[src/design/mrsfe_params.svh]
// Offsets, field positions, reset values and timing counts of the Modbus RTU slave front end.
`ifndef MRSFE_PARAMS_SVH
`define MRSFE_PARAMS_SVH
// Timing: system clock rate and the inter-frame silence in bit times (3.5 characters).
`define CLK_HZ 100000000
`define SILENCE_BITS 6'd39
`define LOAD_DELAY 2'h3
// Frame check sequence.
`define CRC_POLY 16'ha001
`define CRC_INIT 16'hffff
// APB register byte offsets.
`define OFS_CTRL 8'h00
`define OFS_ST_ADDR 8'h04
`define OFS_ST_BAUD 8'h08
`define OFS_ST_PAR 8'h0c
`define OFS_ACT_CFG 8'h10
`define OFS_ACT_BAUD 8'h14
`define OFS_CNT_LO 8'h18
`define OFS_CNT_HI 8'h24
`define OFS_WORD_WIN 2'b01
`define CTRL_RESTART 0
// Factory settings and parity codes.
`define FACT_ADDR 8'h05
`define FACT_BAUD 32'd19200
`define PAR_NONE 8'h00
`define PAR_EVEN 8'h04
`define PAR_ODD 8'h06
`define SW_FORCE 8'hf8
`define ADDR_MAX 8'hf7
// Function and subfunction codes.
`define FC_RD_HOLD 8'h03
`define FC_RD_IN 8'h04
`define FC_DIAG 8'h08
`define FC_DICT 8'h65
`define FC_ARRAY 8'h66
`define FC_EXC_FLAG 8'h80
`define SUB_START 8'h55
`define SUB_NEXT 8'haa
`define SUB_CLEAR 16'h000a
`define SUB_FIRST 16'h000b
`define SUB_LAST 16'h0012
`define REG_MAX 16'h007d
`define NUM_WORDS 17'd16
`define EXC_FUNC 8'h01
`define EXC_ADDR 8'h02
`define EXC_VALUE 8'h03
// Frame lengths in bytes.
`define MIN_LEN 4'd4
`define REQ_LEN 4'd8
`define LEN_OVER 4'd9
`define LEN_EXC 8'd5
`define LEN_DIAG 8'd8
`define LEN_DICT 8'd9
`define LEN_READ_HDR 8'd5
// Diagnostic counter slots, in subfunction order from the first one.
`define CNT_BUS 3'd0
`define CNT_CERR 3'd1
`define CNT_EXC 3'd2
`define CNT_SRV 3'd3
`define CNT_NORSP 3'd4
`define CNT_BUSY 3'd6
`define CNT_OVR 3'd7
`endif

[src/design/mrsfe_pkg.sv]
// Types of the Modbus RTU slave front end.
package mrsfe_pkg;
  typedef enum logic [0:0] {MRSFE_RX_IDLE, MRSFE_RX_BIT} mrsfe_rx_e;
  typedef enum logic [0:0] {MRSFE_TX_IDLE, MRSFE_TX_BIT} mrsfe_tx_e;
  typedef enum logic [1:0] {MRSFE_RSP_READ, MRSFE_RSP_DIAG, MRSFE_RSP_EXC, MRSFE_RSP_DICT} mrsfe_rsp_e;

  typedef struct packed {
    logic psel;
    logic penable;
    logic pwrite;
    logic [7:0] paddr;
    logic [31:0] pwdata;
  } mrsfe_apb_req_s;

  typedef struct packed {
    logic [31:0] prdata;
    logic pready;
    logic pslverr;
  } mrsfe_apb_rsp_s;

  typedef struct packed {
    logic [1:0] load_cnt;
    logic [1:0] rxs;
    logic [7:0] sw1;
    logic [7:0] sw2;
    logic [7:0] act_addr;
    logic [31:0] act_baud;
    logic [15:0] act_div;
    logic act_par;
    logic act_odd;
    logic [7:0] act_sw;
    logic [7:0] st_addr;
    logic [31:0] st_baud;
    logic [7:0] st_par;
    mrsfe_rx_e rx_st;
    logic [15:0] rx_cnt;
    logic [3:0] rx_k;
    logic [7:0] rx_sh;
    logic frm_err;
    logic [15:0] tick;
    logic [5:0] idle_bits;
    logic [3:0] len;
    logic [7:0][7:0] rbuf;
    logic [15:0] rx_crc;
    logic rsp_go;
    mrsfe_rsp_e rsp_kind;
    logic [7:0] rsp_fc;
    logic [7:0] rsp_exc;
    logic [7:0] rsp_len;
    logic [15:0] rsp_a;
    logic [15:0] rsp_v;
    logic [3:0] ptr;
    logic [7:0][15:0] cnt;
    logic [15:0][15:0] word;
    mrsfe_tx_e tx_st;
    logic [15:0] tx_cnt;
    logic [3:0] tx_k;
    logic [7:0] tx_idx;
    logic [7:0] tx_sh;
    logic tx_pb;
    logic [15:0] tx_crc;
    logic tx;
    logic de;
    logic [31:0] prdata;
    logic pready;
    logic pslverr;
  } mrsfe_state_s;
endpackage

[src/design/mrsfe_top.sv]
// Modbus RTU slave front end: character format, frame decode, responses and APB registers.
//
// Summary of operation
// - Every character carries exactly eight data bits, any parity.
// - Parity code 00 gives two stop bits; 04 even and 06 odd give one.
// - Only the ten listed bit rates from 7200 to 256000 baud are accepted.
// - Stored settings hold address 1-247 (5), rate (19200) and parity (04).
// - Switch value is high digit then low digit as one byte.
// - Switch 1-247 is the address, 0 takes stored; rate and parity stored for switch 0-247.
// - Switch 248-255 forces address 5, 19200 baud, even parity.
// - New settings reach the link only after a restart.
// - Read request: code 03 or 04, start address, count 1 to 7D.
// - Read answer echoes address and code, byte count twice registers, values, CRC.
// - Diagnostic 08 subfunction 0A clears all counters.
// - Subfunctions 0B, 0C, 0D return bus message, error and exception counts.
// - Subfunctions 0E, 0F, 10 return server message, no-response and NAK counts.
// - Subfunctions 11 and 12 return server busy and character overrun counts.
// - Code 65 reads the dictionary in pieces: 55 starts, AA fetches next.
// - Code 66 reads an array or record in pieces: 55 starts, AA continues.
// - Fields go high byte first; data of 65 and 66 go low byte first.
// - The link is a two-wire half-duplex differential bus.
//
// The APB interface to the registers and the register addresses were left to the implementer.
`timescale 1ns/1ps
`default_nettype none
`include "mrsfe_params.svh"

module mrsfe_top
  import mrsfe_pkg::*;
(
  // Clock, reset and clock enable.
  input wire logic CLK_SYS,
  input wire logic RSTN,
  input wire logic CE,
  // APB slave port.
  input wire mrsfe_apb_req_s APB_REQ,
  output wire mrsfe_apb_rsp_s APB_RSP,
  // Two-wire bus transceiver.
  input wire logic RS485_RXD,
  output wire logic RS485_TXD,
  output wire logic RS485_DE,
  // Rotary switches.
  input wire logic [3:0] SWITCH_HIGH_DIGIT,
  input wire logic [3:0] SWITCH_LOW_DIGIT
);

  // ----------------------------------------------------------------------
  // Helper functions
  // ----------------------------------------------------------------------

  // One byte step of the frame check sequence.
  function automatic logic [15:0] crc_upd(input logic [15:0] c, input logic [7:0] d);
    logic [15:0] r;
    r = c ^ {8'h00, d};
    for (int i = 0; i < 8; i++) begin
      r = r[0] ? ((r >> 1) ^ `CRC_POLY) : (r >> 1);
    end
    return r;
  endfunction

  // Bit period in clocks; zero marks an unsupported rate.
  function automatic logic [15:0] baud_div(input logic [31:0] b);
    logic [15:0] d;
    d = 16'h0000;
    case (b)
      32'd7200: d = 16'(`CLK_HZ / 7200);
      32'd9600: d = 16'(`CLK_HZ / 9600);
      32'd14400: d = 16'(`CLK_HZ / 14400);
      32'd19200: d = 16'(`CLK_HZ / 19200);
      32'd38400: d = 16'(`CLK_HZ / 38400);
      32'd56000: d = 16'(`CLK_HZ / 56000);
      32'd57600: d = 16'(`CLK_HZ / 57600);
      32'd115200: d = 16'(`CLK_HZ / 115200);
      32'd128000: d = 16'(`CLK_HZ / 128000);
      32'd256000: d = 16'(`CLK_HZ / 256000);
      default: d = 16'h0000;
    endcase
    return d;
  endfunction

  // Payload byte at position idx of the pending response.
  function automatic logic [7:0] rsp_byte(input mrsfe_state_s s, input logic [7:0] idx);
    logic [7:0] j;
    logic [3:0] w;
    j = idx - 8'd3;
    w = s.rsp_a[3:0] + j[4:1];
    rsp_byte = 8'h00;
    if (idx == 8'd0) begin
      rsp_byte = s.act_addr;
    end else if (idx == 8'd1) begin
      rsp_byte = s.rsp_fc;
    end else begin
      case (s.rsp_kind)
        MRSFE_RSP_READ: begin
          if (idx == 8'd2) begin
            rsp_byte = {s.rsp_v[6:0], 1'b0};
          end else begin
            rsp_byte = j[0] ? s.word[w][7:0] : s.word[w][15:8];
          end
        end
        MRSFE_RSP_DIAG: begin
          case (idx)
            8'd2: rsp_byte = s.rsp_a[15:8];
            8'd3: rsp_byte = s.rsp_a[7:0];
            8'd4: rsp_byte = s.rsp_v[15:8];
            default: rsp_byte = s.rsp_v[7:0];
          endcase
        end
        MRSFE_RSP_DICT: begin
          w = s.rsp_a[3:0] + {3'h0, j[1]};
          if (idx == 8'd2) begin
            rsp_byte = s.rsp_v[7:0];
          end else begin
            rsp_byte = j[0] ? s.word[w][15:8] : s.word[w][7:0];
          end
        end
        default: rsp_byte = s.rsp_exc;
      endcase
    end
  endfunction

  // ----------------------------------------------------------------------
  // State and working values
  // ----------------------------------------------------------------------

  mrsfe_state_s s;
  mrsfe_state_s n;
  logic rxl;
  logic frame_end;
  logic acc;
  logic [7:0] fc;
  logic [15:0] fa;
  logic [15:0] fv;
  logic [15:0] sdiv;
  logic [7:0] b;
  logic [7:0] sub_ix;
  logic d_clr;
  logic d_busy;
  logic [3:0] d_ptr;
  mrsfe_rsp_e d_kind;
  logic [7:0] d_exc;
  logic [7:0] d_len;
  logic [15:0] d_v;

  // Outputs are bare flip-flop bits of the state record.
  assign APB_RSP = '{prdata: s.prdata, pready: s.pready, pslverr: s.pslverr};
  assign RS485_TXD = s.tx;
  assign RS485_DE = s.de;

  // ----------------------------------------------------------------------
  // Next-state logic
  // ----------------------------------------------------------------------

  // All behaviour is computed here from the registered copy of the state.
  always_comb begin
    n = s;
    rxl = s.rxs[1];
    frame_end = (s.rx_st == MRSFE_RX_IDLE) && (s.idle_bits == `SILENCE_BITS) && (s.len != 4'd0);
    acc = APB_REQ.psel && APB_REQ.penable;
    fc = s.rbuf[1];
    fa = {s.rbuf[2], s.rbuf[3]};
    fv = {s.rbuf[4], s.rbuf[5]};
    sub_ix = 8'(fa - `SUB_FIRST);
    sdiv = baud_div(s.st_baud);
    b = 8'h00;
    d_clr = 1'b0;
    d_busy = (s.tx_st != MRSFE_TX_IDLE) || s.rsp_go;
    d_ptr = s.ptr;
    d_kind = MRSFE_RSP_EXC;
    d_exc = `EXC_FUNC;
    d_len = `LEN_EXC;
    d_v = fv;

    // Pins pass two flip-flops before anything reads them.
    n.rxs = {s.rxs[0], RS485_RXD};
    n.sw1 = {SWITCH_HIGH_DIGIT, SWITCH_LOW_DIGIT};
    n.sw2 = s.sw1;

    // Link settings are latched only after reset or a restart request.
    if (s.load_cnt != 2'h0) begin
      n.load_cnt = s.load_cnt - 2'h1;
    end
    if (s.load_cnt == 2'h1) begin
      n.act_sw = s.sw2;
      if (s.sw2 >= `SW_FORCE) begin
        n.act_addr = `FACT_ADDR;
        n.act_baud = `FACT_BAUD;
        n.act_div = baud_div(`FACT_BAUD);
        n.act_par = 1'b1;
        n.act_odd = 1'b0;
      end else begin
        n.act_addr = (s.sw2 != 8'h00) ? s.sw2 : s.st_addr;
        if (s.sw2 == 8'h00 && (s.st_addr == 8'h00 || s.st_addr > `ADDR_MAX)) begin
          n.act_addr = `FACT_ADDR;
        end
        n.act_baud = (sdiv != 16'h0000) ? s.st_baud : `FACT_BAUD;
        n.act_div = (sdiv != 16'h0000) ? sdiv : baud_div(`FACT_BAUD);
        n.act_par = (s.st_par != `PAR_NONE);
        n.act_odd = (s.st_par == `PAR_ODD);
        if (s.st_par != `PAR_NONE && s.st_par != `PAR_EVEN && s.st_par != `PAR_ODD) begin
          n.act_par = 1'b1;
          n.act_odd = 1'b0;
        end
      end
    end

    // Bit-time tick measures line silence to find the end of a frame.
    if (s.tick == 16'h0000) begin
      n.tick = s.act_div - 16'h0001;
      if (rxl && s.rx_st == MRSFE_RX_IDLE && s.idle_bits != `SILENCE_BITS) begin
        n.idle_bits = s.idle_bits + 6'd1;
      end
    end else begin
      n.tick = s.tick - 16'h0001;
    end

    // Receiver is deaf while our own driver is on the half-duplex pair.
    if (!s.de) begin
      case (s.rx_st)
        MRSFE_RX_IDLE: begin
          if (!rxl) begin
            n.rx_st = MRSFE_RX_BIT;
            n.rx_cnt = {1'b0, s.act_div[15:1]};
            n.rx_k = 4'd0;
            n.idle_bits = 6'd0;
          end
        end
        MRSFE_RX_BIT: begin
          if (s.rx_cnt != 16'h0000) begin
            n.rx_cnt = s.rx_cnt - 16'h0001;
          end else begin
            n.rx_cnt = s.act_div - 16'h0001;
            n.rx_k = s.rx_k + 4'd1;
            if (s.rx_k == 4'd0 && rxl) begin
              n.rx_st = MRSFE_RX_IDLE;
            end else if (s.rx_k >= 4'd1 && s.rx_k <= 4'd8) begin
              n.rx_sh = {rxl, s.rx_sh[7:1]};
            end else if (s.rx_k == 4'd9 && s.act_par) begin
              if ((^{s.rx_sh, rxl}) != s.act_odd) begin
                n.frm_err = 1'b1;
              end
            end else if (s.rx_k != 4'd0) begin
              // First stop bit; a second one under no parity reads as idle line.
              n.rx_st = MRSFE_RX_IDLE;
              if (!rxl) begin
                n.frm_err = 1'b1;
              end
              if (s.len < `REQ_LEN) begin
                n.rbuf[s.len[2:0]] = s.rx_sh;
              end
              n.rx_crc = crc_upd(s.rx_crc, s.rx_sh);
              n.len = (s.len == `LEN_OVER) ? `LEN_OVER : s.len + 4'd1;
            end
          end
        end
        default: n.rx_st = MRSFE_RX_IDLE;
      endcase
    end

    // Request decode into a response plan.
    case (fc)
      `FC_RD_HOLD, `FC_RD_IN: begin
        if (s.len != `REQ_LEN || fv == 16'h0000 || fv > `REG_MAX) begin
          d_exc = `EXC_VALUE;
        end else if (({1'b0, fa} + {1'b0, fv}) > `NUM_WORDS) begin
          d_exc = `EXC_ADDR;
        end else begin
          d_kind = MRSFE_RSP_READ;
          d_len = `LEN_READ_HDR + {fv[6:0], 1'b0};
        end
      end
      `FC_DIAG: begin
        if (fa == `SUB_CLEAR) begin
          d_clr = 1'b1;
          d_kind = MRSFE_RSP_DIAG;
          d_len = `LEN_DIAG;
        end else if (fa >= `SUB_FIRST && fa <= `SUB_LAST) begin
          d_kind = MRSFE_RSP_DIAG;
          d_len = `LEN_DIAG;
          d_v = s.cnt[sub_ix[2:0]];
        end
      end
      `FC_DICT, `FC_ARRAY: begin
        if (s.rbuf[2] == `SUB_START || s.rbuf[2] == `SUB_NEXT) begin
          d_kind = MRSFE_RSP_DICT;
          d_len = `LEN_DICT;
          d_ptr = (s.rbuf[2] == `SUB_START) ? 4'h0 : s.ptr;
          d_v = {8'h00, s.rbuf[2]};
        end
      end
      default: d_kind = MRSFE_RSP_EXC;
    endcase

    // Frame end: check, count and arm the reply; a clear yields to same-cycle counts.
    if (frame_end) begin
      n.len = 4'd0;
      n.rx_crc = `CRC_INIT;
      n.frm_err = 1'b0;
      if (s.len == `LEN_OVER) begin
        n.cnt[`CNT_OVR] = s.cnt[`CNT_OVR] + 16'h0001;
      end else if (s.rx_crc != 16'h0000 || s.frm_err || s.len < `MIN_LEN) begin
        n.cnt[`CNT_CERR] = s.cnt[`CNT_CERR] + 16'h0001;
      end else begin
        if (d_clr && (s.rbuf[0] == s.act_addr || s.rbuf[0] == 8'h00)) begin
          n.cnt = '0;
        end
        n.cnt[`CNT_BUS] = n.cnt[`CNT_BUS] + 16'h0001;
        if (s.rbuf[0] == s.act_addr || s.rbuf[0] == 8'h00) begin
          n.cnt[`CNT_SRV] = n.cnt[`CNT_SRV] + 16'h0001;
          if (s.rbuf[0] == 8'h00) begin
            n.cnt[`CNT_NORSP] = n.cnt[`CNT_NORSP] + 16'h0001;
          end else if (d_busy) begin
            n.cnt[`CNT_BUSY] = n.cnt[`CNT_BUSY] + 16'h0001;
          end else begin
            n.rsp_go = 1'b1;
            n.rsp_kind = d_kind;
            n.rsp_len = d_len;
            n.rsp_exc = d_exc;
            n.rsp_a = (d_kind == MRSFE_RSP_DICT) ? {12'h000, d_ptr} : fa;
            n.rsp_v = d_v;
            n.rsp_fc = (d_kind == MRSFE_RSP_EXC) ? (fc | `FC_EXC_FLAG) : fc;
            if (d_kind == MRSFE_RSP_EXC) begin
              n.cnt[`CNT_EXC] = n.cnt[`CNT_EXC] + 16'h0001;
            end
            if (d_kind == MRSFE_RSP_DICT) begin
              n.ptr = d_ptr + 4'h2;
            end
          end
        end
      end
    end

    // Transmitter: each character is start, eight data, parity or stop, stop.
    case (s.tx_st)
      MRSFE_TX_IDLE: begin
        if (s.rsp_go) begin
          n.rsp_go = 1'b0;
          n.tx_st = MRSFE_TX_BIT;
          n.tx_idx = 8'd0;
          b = rsp_byte(s, 8'd0);
          n.tx_crc = crc_upd(`CRC_INIT, b);
          n.tx_sh = b;
          n.tx_pb = (^b) ^ s.act_odd;
          n.tx_k = 4'd0;
          n.tx_cnt = s.act_div - 16'h0001;
          n.tx = 1'b0;
          n.de = 1'b1;
        end
      end
      MRSFE_TX_BIT: begin
        if (s.tx_cnt != 16'h0000) begin
          n.tx_cnt = s.tx_cnt - 16'h0001;
        end else begin
          n.tx_cnt = s.act_div - 16'h0001;
          n.tx_k = s.tx_k + 4'd1;
          if (s.tx_k <= 4'd7) begin
            n.tx = s.tx_sh[s.tx_k[2:0]];
          end else if (s.tx_k == 4'd8) begin
            n.tx = s.act_par ? s.tx_pb : 1'b1;
          end else if (s.tx_k == 4'd9) begin
            n.tx = 1'b1;
          end else if (s.tx_idx + 8'd1 == s.rsp_len) begin
            n.tx_st = MRSFE_TX_IDLE;
            n.de = 1'b0;
          end else begin
            // Next character; the check sequence closes the frame low byte first.
            n.tx_idx = s.tx_idx + 8'd1;
            if (n.tx_idx == s.rsp_len - 8'd2) begin
              b = s.tx_crc[7:0];
            end else if (n.tx_idx == s.rsp_len - 8'd1) begin
              b = s.tx_crc[15:8];
            end else begin
              b = rsp_byte(s, n.tx_idx);
              n.tx_crc = crc_upd(s.tx_crc, b);
            end
            n.tx_sh = b;
            n.tx_pb = (^b) ^ s.act_odd;
            n.tx_k = 4'd0;
            n.tx = 1'b0;
          end
        end
      end
      default: n.tx_st = MRSFE_TX_IDLE;
    endcase

    // APB slave: one wait state, read data set with pready, writes at the completing edge.
    n.pready = 1'b0;
    n.pslverr = 1'b0; // The error flag is only meaningful while pready stands.
    if (acc && !s.pready) begin
      n.pready = 1'b1;
      n.pslverr = 1'b0;
      n.prdata = 32'h0000_0000;
      if (APB_REQ.paddr[7:6] == `OFS_WORD_WIN && APB_REQ.paddr[1:0] == 2'b00) begin
        n.prdata = {16'h0000, s.word[APB_REQ.paddr[5:2]]};
      end else if (APB_REQ.paddr >= `OFS_CNT_LO && APB_REQ.paddr <= `OFS_CNT_HI
                   && APB_REQ.paddr[1:0] == 2'b00) begin
        b = 8'(APB_REQ.paddr - `OFS_CNT_LO);
        n.prdata = {s.cnt[{b[3:2], 1'b1}], s.cnt[{b[3:2], 1'b0}]};
      end else begin
        case (APB_REQ.paddr)
          `OFS_CTRL: n.prdata = 32'h0000_0000;
          `OFS_ST_ADDR: n.prdata = {24'h000000, s.st_addr};
          `OFS_ST_BAUD: n.prdata = s.st_baud;
          `OFS_ST_PAR: n.prdata = {24'h000000, s.st_par};
          `OFS_ACT_CFG: n.prdata = {6'h00, s.act_odd, s.act_par, s.act_sw, 8'h00, s.act_addr};
          `OFS_ACT_BAUD: n.prdata = s.act_baud;
          default: n.pslverr = 1'b1;
        endcase
      end
    end
    if (acc && s.pready && APB_REQ.pwrite && !s.pslverr) begin
      if (APB_REQ.paddr[7:6] == `OFS_WORD_WIN) begin
        n.word[APB_REQ.paddr[5:2]] = APB_REQ.pwdata[15:0];
      end
      case (APB_REQ.paddr)
        `OFS_CTRL: begin
          if (APB_REQ.pwdata[`CTRL_RESTART]) begin
            n.load_cnt = `LOAD_DELAY;
          end
        end
        `OFS_ST_ADDR: n.st_addr = APB_REQ.pwdata[7:0];
        `OFS_ST_BAUD: n.st_baud = APB_REQ.pwdata;
        `OFS_ST_PAR: n.st_par = APB_REQ.pwdata[7:0];
        default: n.st_par = n.st_par;
      endcase
    end
  end

  // ----------------------------------------------------------------------
  // State register
  // ----------------------------------------------------------------------

  // Reset loads constants only; switches are sampled a few clocks after release.
  always_ff @(posedge CLK_SYS or negedge RSTN) begin
    if (!RSTN) begin
      s <= '0;
      s.load_cnt <= `LOAD_DELAY;
      s.rxs <= 2'b11;
      s.act_addr <= `FACT_ADDR;
      s.act_baud <= `FACT_BAUD;
      s.act_div <= 16'(`CLK_HZ / 19200);
      s.act_par <= 1'b1;
      s.st_addr <= `FACT_ADDR;
      s.st_baud <= `FACT_BAUD;
      s.st_par <= `PAR_EVEN;
      s.rx_crc <= `CRC_INIT;
      s.tx_crc <= `CRC_INIT;
      s.tx <= 1'b1;
    end else if (CE) begin
      s <= n;
    end
  end

endmodule
`default_nettype wire

[config.mk]
export PLATFORM = sky130hd
export DESIGN_NAME = mrsfe_top
export DESIGN_NICKNAME = d
export VERILOG_FILES = /design/src/design/mrsfe_pkg.sv /design/src/design/mrsfe_top.sv
export VERILOG_INCLUDE_DIRS = /design/src /design/src/design
export SDC_FILE = /design/constraint.sdc
export NUM_CORES = 2
export LEC_CHECK = 0
export BUFFER_PORTS_ARGS = -buffer_cell sky130_fd_sc_hd__buf_2
export CORE_ASPECT_RATIO = 1.75
export CORE_UTILIZATION = 35
export CTS_BUF_LIST = sky130_fd_sc_hd__clkbuf_8
export DETAILED_ROUTE_END_ITERATION = 8
export PLACE_DENSITY = 0.48
export SYNTH_ARGS = -nofsm -noshare
export SYNTH_HDL_FRONTEND = slang
export SYNTH_SLANG_ARGS = --single-unit
[constraint.sdc]
create_clock -name CLK_SYS -period 12.7 [get_ports CLK_SYS]
set_input_delay 1.27 -clock CLK_SYS [delete_from_list [all_inputs] [get_ports CLK_SYS]]
set_output_delay 1.27 -clock CLK_SYS [all_outputs]
set_load 0.01 [all_outputs]
; Word level (Yosys, flattened, before mapping)
; Cells that the tools add are included.
[word_totals]
out_inout_bits = 36
regBits = 807
wordCells = 515
input_bits = 55
[op_classes]
n_mux = 196
n_lt_le_gt_ge = 23
reduce_logical = 85
eq_ne = 70
addsub = 27
bitwise = 40
[op_table]
columns = operator, n
row1 = $mux W16, 51
row2 = $mux W128, 4
row3 = $mux W84, 6
row4 = $bwmux W256, 1
row5 = $mux W63, 4
row6 = $mux W8, 31
row7 = $mux W207, 1
row8 = $bmux W16 S4, 3
row9 = $pmux W32 S5, 1
row10 = $mux W159, 1
row11 = $pmux W14 S10, 1
row12 = $add A16 B1 Y16 const B, 7
row13 = $mux W112, 1
row14 = $pmux W56 S2, 1
row15 = $mux W37, 3
row16 = $eq A32 B16 Y1 const B, 3
row17 = $mux W32, 3
row18 = $mux W90, 1
row19 = $not A2 Y3, 24
row20 = $pmux W8 S3, 3
row21 = $bmux W16 S2, 2
row22 = $bwmux W64, 1
row23 = $demux W16 S4, 1
row24 = $eq A32 B14 Y1 const B, 2
row25 = other kinds (105), 285

; Longest topological paths before layout
[logic_depth]
word_depth = 43
depth_mapped = 26
ltp_nobuf = 19

; Worst setup path before layout
; No wires, ideal clock.
[synth_timing]
path_kind = reg2reg
from = register s[61] in the netlist's numbering
to = register s[51] in the netlist's numbering
period_less_slack_ns = 5.488
path_slack_ns = 7.212
n_path_buf = 6
arrival_time_ns = 5.395
setup_ns = 0.093
t_required_ns = 12.607
stages_incl_launch_ff = 25
cell_sequence = dfrtp_1 -> buf_6 -> buf_6 -> inv_1 -> buf_6 -> ha_1 -> clkbuf_1 -> or2_2 -> ha_1 -> inv_1 -> fa_1 -> xnor2_1 -> buf_6 -> buf_8 -> mux4_2 -> nor2b_1 -> a211oi_2 -> a21oi_1 -> a32o_1 -> o31ai_4 -> xor2_2 -> xnor3_2 -> xor3_1 -> a22oi_1 -> a21oi_1
[synth_via]
elab_chain_cells = 36
word_cells_on_any_way = 60
cone_classes = 4 x add/sub / 10 x eq/ne / 36 x mux / 8 x bitwise / 2 x reduce/logical
[synth_lines]
columns = element, line
row1 = from (decl), mrsfe_top.sv:126  ; mrsfe_state_s s;
row2 = from (signal assigned), mrsfe_top.sv:450  ; s <= n;
row3 = $add A8 B1 Y8 (*), "mrsfe_top.sv:362, mrsfe_top.sv:367"
row4 = $sub A5 B2 Y5, mrsfe_top.sv:85  ; j = idx - 8'd3;
row5 = $add A4 B1 Y4 / $add A4 B4 Y4 (equally long branches), "mrsfe_top.sv:110, mrsfe_top.sv:86"
row6 = $bmux W16 S4 (on tied branches), "mrsfe_top.sv:114, mrsfe_top.sv:98"
row7 = $mux W16 (on tied branches), "mrsfe_top.sv:114, mrsfe_top.sv:98"
row8 = $mux W8 (on tied branches), "mrsfe_top.sv:114, mrsfe_top.sv:98"
row9 = $mux W8 (on tied branches), "mrsfe_top.sv:111, mrsfe_top.sv:95"
row10 = $pmux W8 S3, mrsfe_top.sv:93  ; case (s.rsp_kind)
row11 = [20 not listed], --
row12 = $mux W16, mrsfe_top.sv:370  ; end else if (n.tx_idx == s.rsp_len - 8'd1) begin
row13 = $mux W16, mrsfe_top.sv:368  ; if (n.tx_idx == s.rsp_len - 8'd2) begin
row14 = $mux W38, mrsfe_top.sv:362  ; end else if (s.tx_idx + 8'd1 == s.rsp_len) begin
row15 = $mux W37, mrsfe_top.sv:360  ; end else if (s.tx_k == 4'd9) begin
row16 = $mux W37, mrsfe_top.sv:358  ; end else if (s.tx_k == 4'd8) begin
row17 = $mux W37, mrsfe_top.sv:356  ; if (s.tx_k <= 4'd7) begin
row18 = $mux W39, mrsfe_top.sv:351  ; if (s.tx_cnt != 16'h0000) begin
row19 = $pmux W56 S2, mrsfe_top.sv:334  ; case (s.tx_st)
; Every way passes the cells marked *; elsewhere a longest branch is shown, timed or not. The select of a mux whose other input is x is not followed.
; A chain may end at the register's enable or synchronous reset.

; Worst setup path in the final report
; Same ends and word-level chain as after synthesis.

==> metrics.md <==
| Metric | Value |
|---|---|
| Number of post-CTS setup repair buffers | `0` |
| Final setup violation count | `0` |
| Max-slew headroom | `roughly 16%` |
| Synth Register Bits | `~770` |
| FFs w/ async S/R, synth | `100%` |
| Power Internal | `3.73 mW` |
| Net Sw Power | `approximately 1.3 mW` |
| GRT overflow | `0` |
| Core Region | `130000 um^2` |
| CP peak stage delay | `0.84 ns` |
| Clock skew | `~0.063 ns` |
| Clk Latency, worst-skew pair | `around 0.90 ns` |
| Reg2Reg Launch Point | `s[61]` |
| Clock share of power | `45.2%` |
| CTS tree | `built` |
| Ys Warns | `0` |
| Layout cell share with drive strength beyond 1 | `a little over a quarter` |
| Initial antenna violation count | `10` |
| Initial core utilization | `35.3%` |
| WHS | `0.387 ns` |
| GPL Wtd Cong | `roughly 0.96` |
| Tot Pwr | `5.07 mW` |
| Synth Flop Type | `dfrtp_1` |
| Final core occ | `38.8%` |
| Metal-1 WL | `64.7 mm` |
| Die H | `approximately 480 um` |
| Metal3 WL | `~7.5 mm` |
| Seq/Total Area, Yosys | `42.0%` |
| CTS Hold Bufs | `0` |
| WL met2 | `88.2 mm` |
| Max Used Layer | `met5` |
| Part of the power in registers | `about half` |
| Drt first pass iters | `6` |
| Clock buffer depth | `3` |
| Worst path slowest cell | `nor2b_1` |
| Chip width | `276 um` |
| Total CTS buffers | `around 120` |
| Combinational Power Share | `~4.7%` |
| Reg2Reg Depth | `21` |
| P&R area growth vs syn | `9.85%` |
| CP Class | `reg2reg` |
| Post-Syn Area | `45800 um^2` |
| Total number of vias | `35839` |
| First-pass GRT wire length | `around 260 mm` |
| Final hold violations | `0` |
| Final ANT Viol Nets | `0` |
| Vias in the first global route | `around 36000` |
| Max Slew Vio Count | `0` |
| Largest net degree at the start of global routing | `158` |
| Max VDD drop | `0.0848 mV` |
| Total Neg Setup Slack | `0 ns` |
| GRT Overall Usage | `about a quarter` |
| P per Cell Area | `about 100 nW/um^2` |
| Synth Net Count | `4363` |
| Startpoint Class | `flop` |
| Yosys cell types | `between 100 and 150` |
| WL final | `176 mm` |
| DP HPWL | `126 mm` |
| CP endpoint kind | `flop` |
| Hold Crit Class | `in2async` |
| Number of synthesized flops with an enable pin | `0` |
| Vias per cell | `5.93` |
| Setup crit start | `s[61]` |
| WP data required | `13.50 ns` |
| IO Pins | `91` |
| Port Buffer Count | `90` |
| Setup WS post-layout | `5.53 ns` |
| Crit-path cells | `buf_4 > inv_1 > buf_4 > ha_1 > or2_2 > ha_4 > inv_1 > fa_2 > buf_4 > nor2b_1 > nand2_1 > nand4_1 > nor2_1 > or4_1 > a41o_1 > xor2_1 > xnor3_1 > xnor3_2 > xor3_1 > a22oi_1 > a21oi_1` |
| Fillcell total | `between 10000 and 15000` |
| Sw Share | `a little over a quarter` |
| Layout Nets | `roughly 4300` |
| RSZ-0062 raised after global routing | `no` |
| Reg clk slew, reported paths | `0.07 ns` |
| Routed wire length per instance | `just under 30 um` |
| Fin crit period | `between 7 and 8 ns` |
| CTS Root Cell | `clkbuf_8` |
| Std cell rows | `approximately 180` |
| Number of remaining DRC errors | `0` |
| Clock sinks | `roughly 770` |
| CTS resizes | `0` |
| Fin crit share | `56.5%` |
| Max-cap violations | `0` |
| Max FO, Critical Path | `45` |
| Worst slack, placed | `approximately 5.6 ns` |
| Avg Cell Area, Syn | `10.8 um^2` |
| Crit path DAT | `about 8 ns` |
| DR iter-0 viols | `2573` |
| Status | `finished, final reports clean` |
| Syn Inst Count | `approximately 4300` |
| H-tree Lvls | `3` |
| Die area | `132000 um^2` |
| Leakage | `between 20 and 25 nW` |
| R2R Setup Slk | `5.53 ns` |
| Reg2reg end | `s[51]` |
| Fmax | `0.139 GHz` |
| Worst-Margin Slew | `1.26 ns` |
| Most frequent CP cell | `buf_4` |
==> synthesized netlist by cell type (63+ instances only) <==
cell type	count	share of area (%)
a21oi_1	214	2.3
o21ai_0	254	2.8
clkbuf_1	214	1.8
mux2_2	414	10
nor3_1	78	0.85
mux4_2	217	11
nand4_1	63	0.86
nor2_1	230	1.9
nand3_1	126	1.4
xnor2_1	103	2.0
nand2_1	460	3.8
dfrtp_1	711	39
inv_1	78	0.64
xor2_1	86	1.6
==> final cells by class <==
type	count	area, um^2	area share (%)
Timing Repair Buffer	185	1210	2.40
Tap cell	1681	2100	4.18
Multi-Input combinational cell	3073	24800	49.2
Antenna cell	30	75.1	0.149
Sequential cell	767	19300	38.3
Clock buffer	154	2120	4.21
Clock inverter	74	480	0.955
Inverter	82	308	0.611
==> flip-flops by register name, summed over array words and instances (netlist names) <==
register and count:
APB_RSP 34, RS485_DE 1, RS485_TXD 1, fa 16
fc 8, fv 16, n 9, rxl 1
s 681
==> layout by cell type (no fill, tap or decap), types with 13 or more instances in the layout <==
cell,synthesis,final
nand3_1,126,123
a22o_1,21,21
dfstp_2,56,56
a211oi_1,35,35
and2_1,39,39
a32oi_1,14,14
clkinv_2,0,28
or3_1,23,23
xnor2_1,103,101
a22oi_1,59,59
a21oi_1,214,214
a311oi_1,15,15
clkbuf_8,0,154
nor3_1,78,76
buf_4,50,94
inv_1,78,112
nor2_1,230,224
nor4_1,48,47
ha_1,53,51
and4_1,13,13
a21o_1,25,25
a221oi_1,30,30
xor2_1,86,85
nand2_1,460,454
a31oi_1,48,48
and3_1,43,43
dfrtp_1,711,711
o211ai_1,13,13
mux2i_1,60,60
o22ai_1,29,29
diode_2,0,30
mux4_2,217,217
a221o_1,13,13
nand4_1,63,63
o21ai_0,254,253
nand2b_1,24,23
nor2b_1,26,26
buf_2,17,87
o31ai_1,20,20
mux2_2,414,414
==> critical path: cells and delay by family, from the launching register on <==
family | cells | cell delay [ns]
XOR/XNOR | 4 | 1.25
adder cells (fa/ha/maj) | 3 | 1.23
buffers and inverters | 5 | 1.46
AND/OR/NAND/NOR | 6 | 1.91
AO/OA/AOI/OAI | 3 | 0.59
flip-flops | 1 | 0.54
==> worst max path at each step <==
stage / slack (ns) / to / cells past startpoint
after global placement: 5.79 / s[51] / 20
after detailed placement: 5.63 / s[51] / 21
after floorplan: 7.21 / s[51] / 24
after global routing: 5.34 / s[51] / 18
final: 5.53 / s[51] / 21
after CTS: 5.59 / s[51] / 21
==> stage by stage <==
stage	cells	cell area (um^2)
4_1_cts	6016	50300
2_1_floorplan	4253	45800
6_report	6046	50300
3_5_place_dp	5788	47700
3_3_place_gp	5788	47700
5_1_grt	6036	50300
==> layer usage <==
| layer | track usage, % | vias up |
|---|---|---|
| li1 | - | 15743 |
| met1 | 29.9 | 18423 |
| met2 | 45.4 | 1220 |
| met3 | 3.19 | 447 |
| met4 | 21.0 | 6 |
| met5 | 0 | - |
==> kinds of logic (layout without fill, tap and decap cells) <==
kind of cell	Yosys count	in the layout	share of synthesized area, %
flops	767	767	42.0
simple gates	1243	1243	13.0
fa+ha+maj	55	55	1.53
compound gates	866	866	12.0
other cells	0	30	0
xor+xnor	206	206	4.37
buf+inv	413	495	4.23
mux	703	703	22.8
==> power by group through the flow <==
stage / sequential (mW) / clock, mW / combinational [mW]
after global routing: 2.54 / 2.45 / 0.268
after CTS: 2.54 / 2.36 / 0.245
after detailed placement: 2.58 / 0 / 0.244
after floorplan: 2.56 / 0 / 0.132
final: 2.54 / 2.29 / 0.239
after global placement: 2.58 / 0 / 0.242
Power figures use the tool's default switching activity.
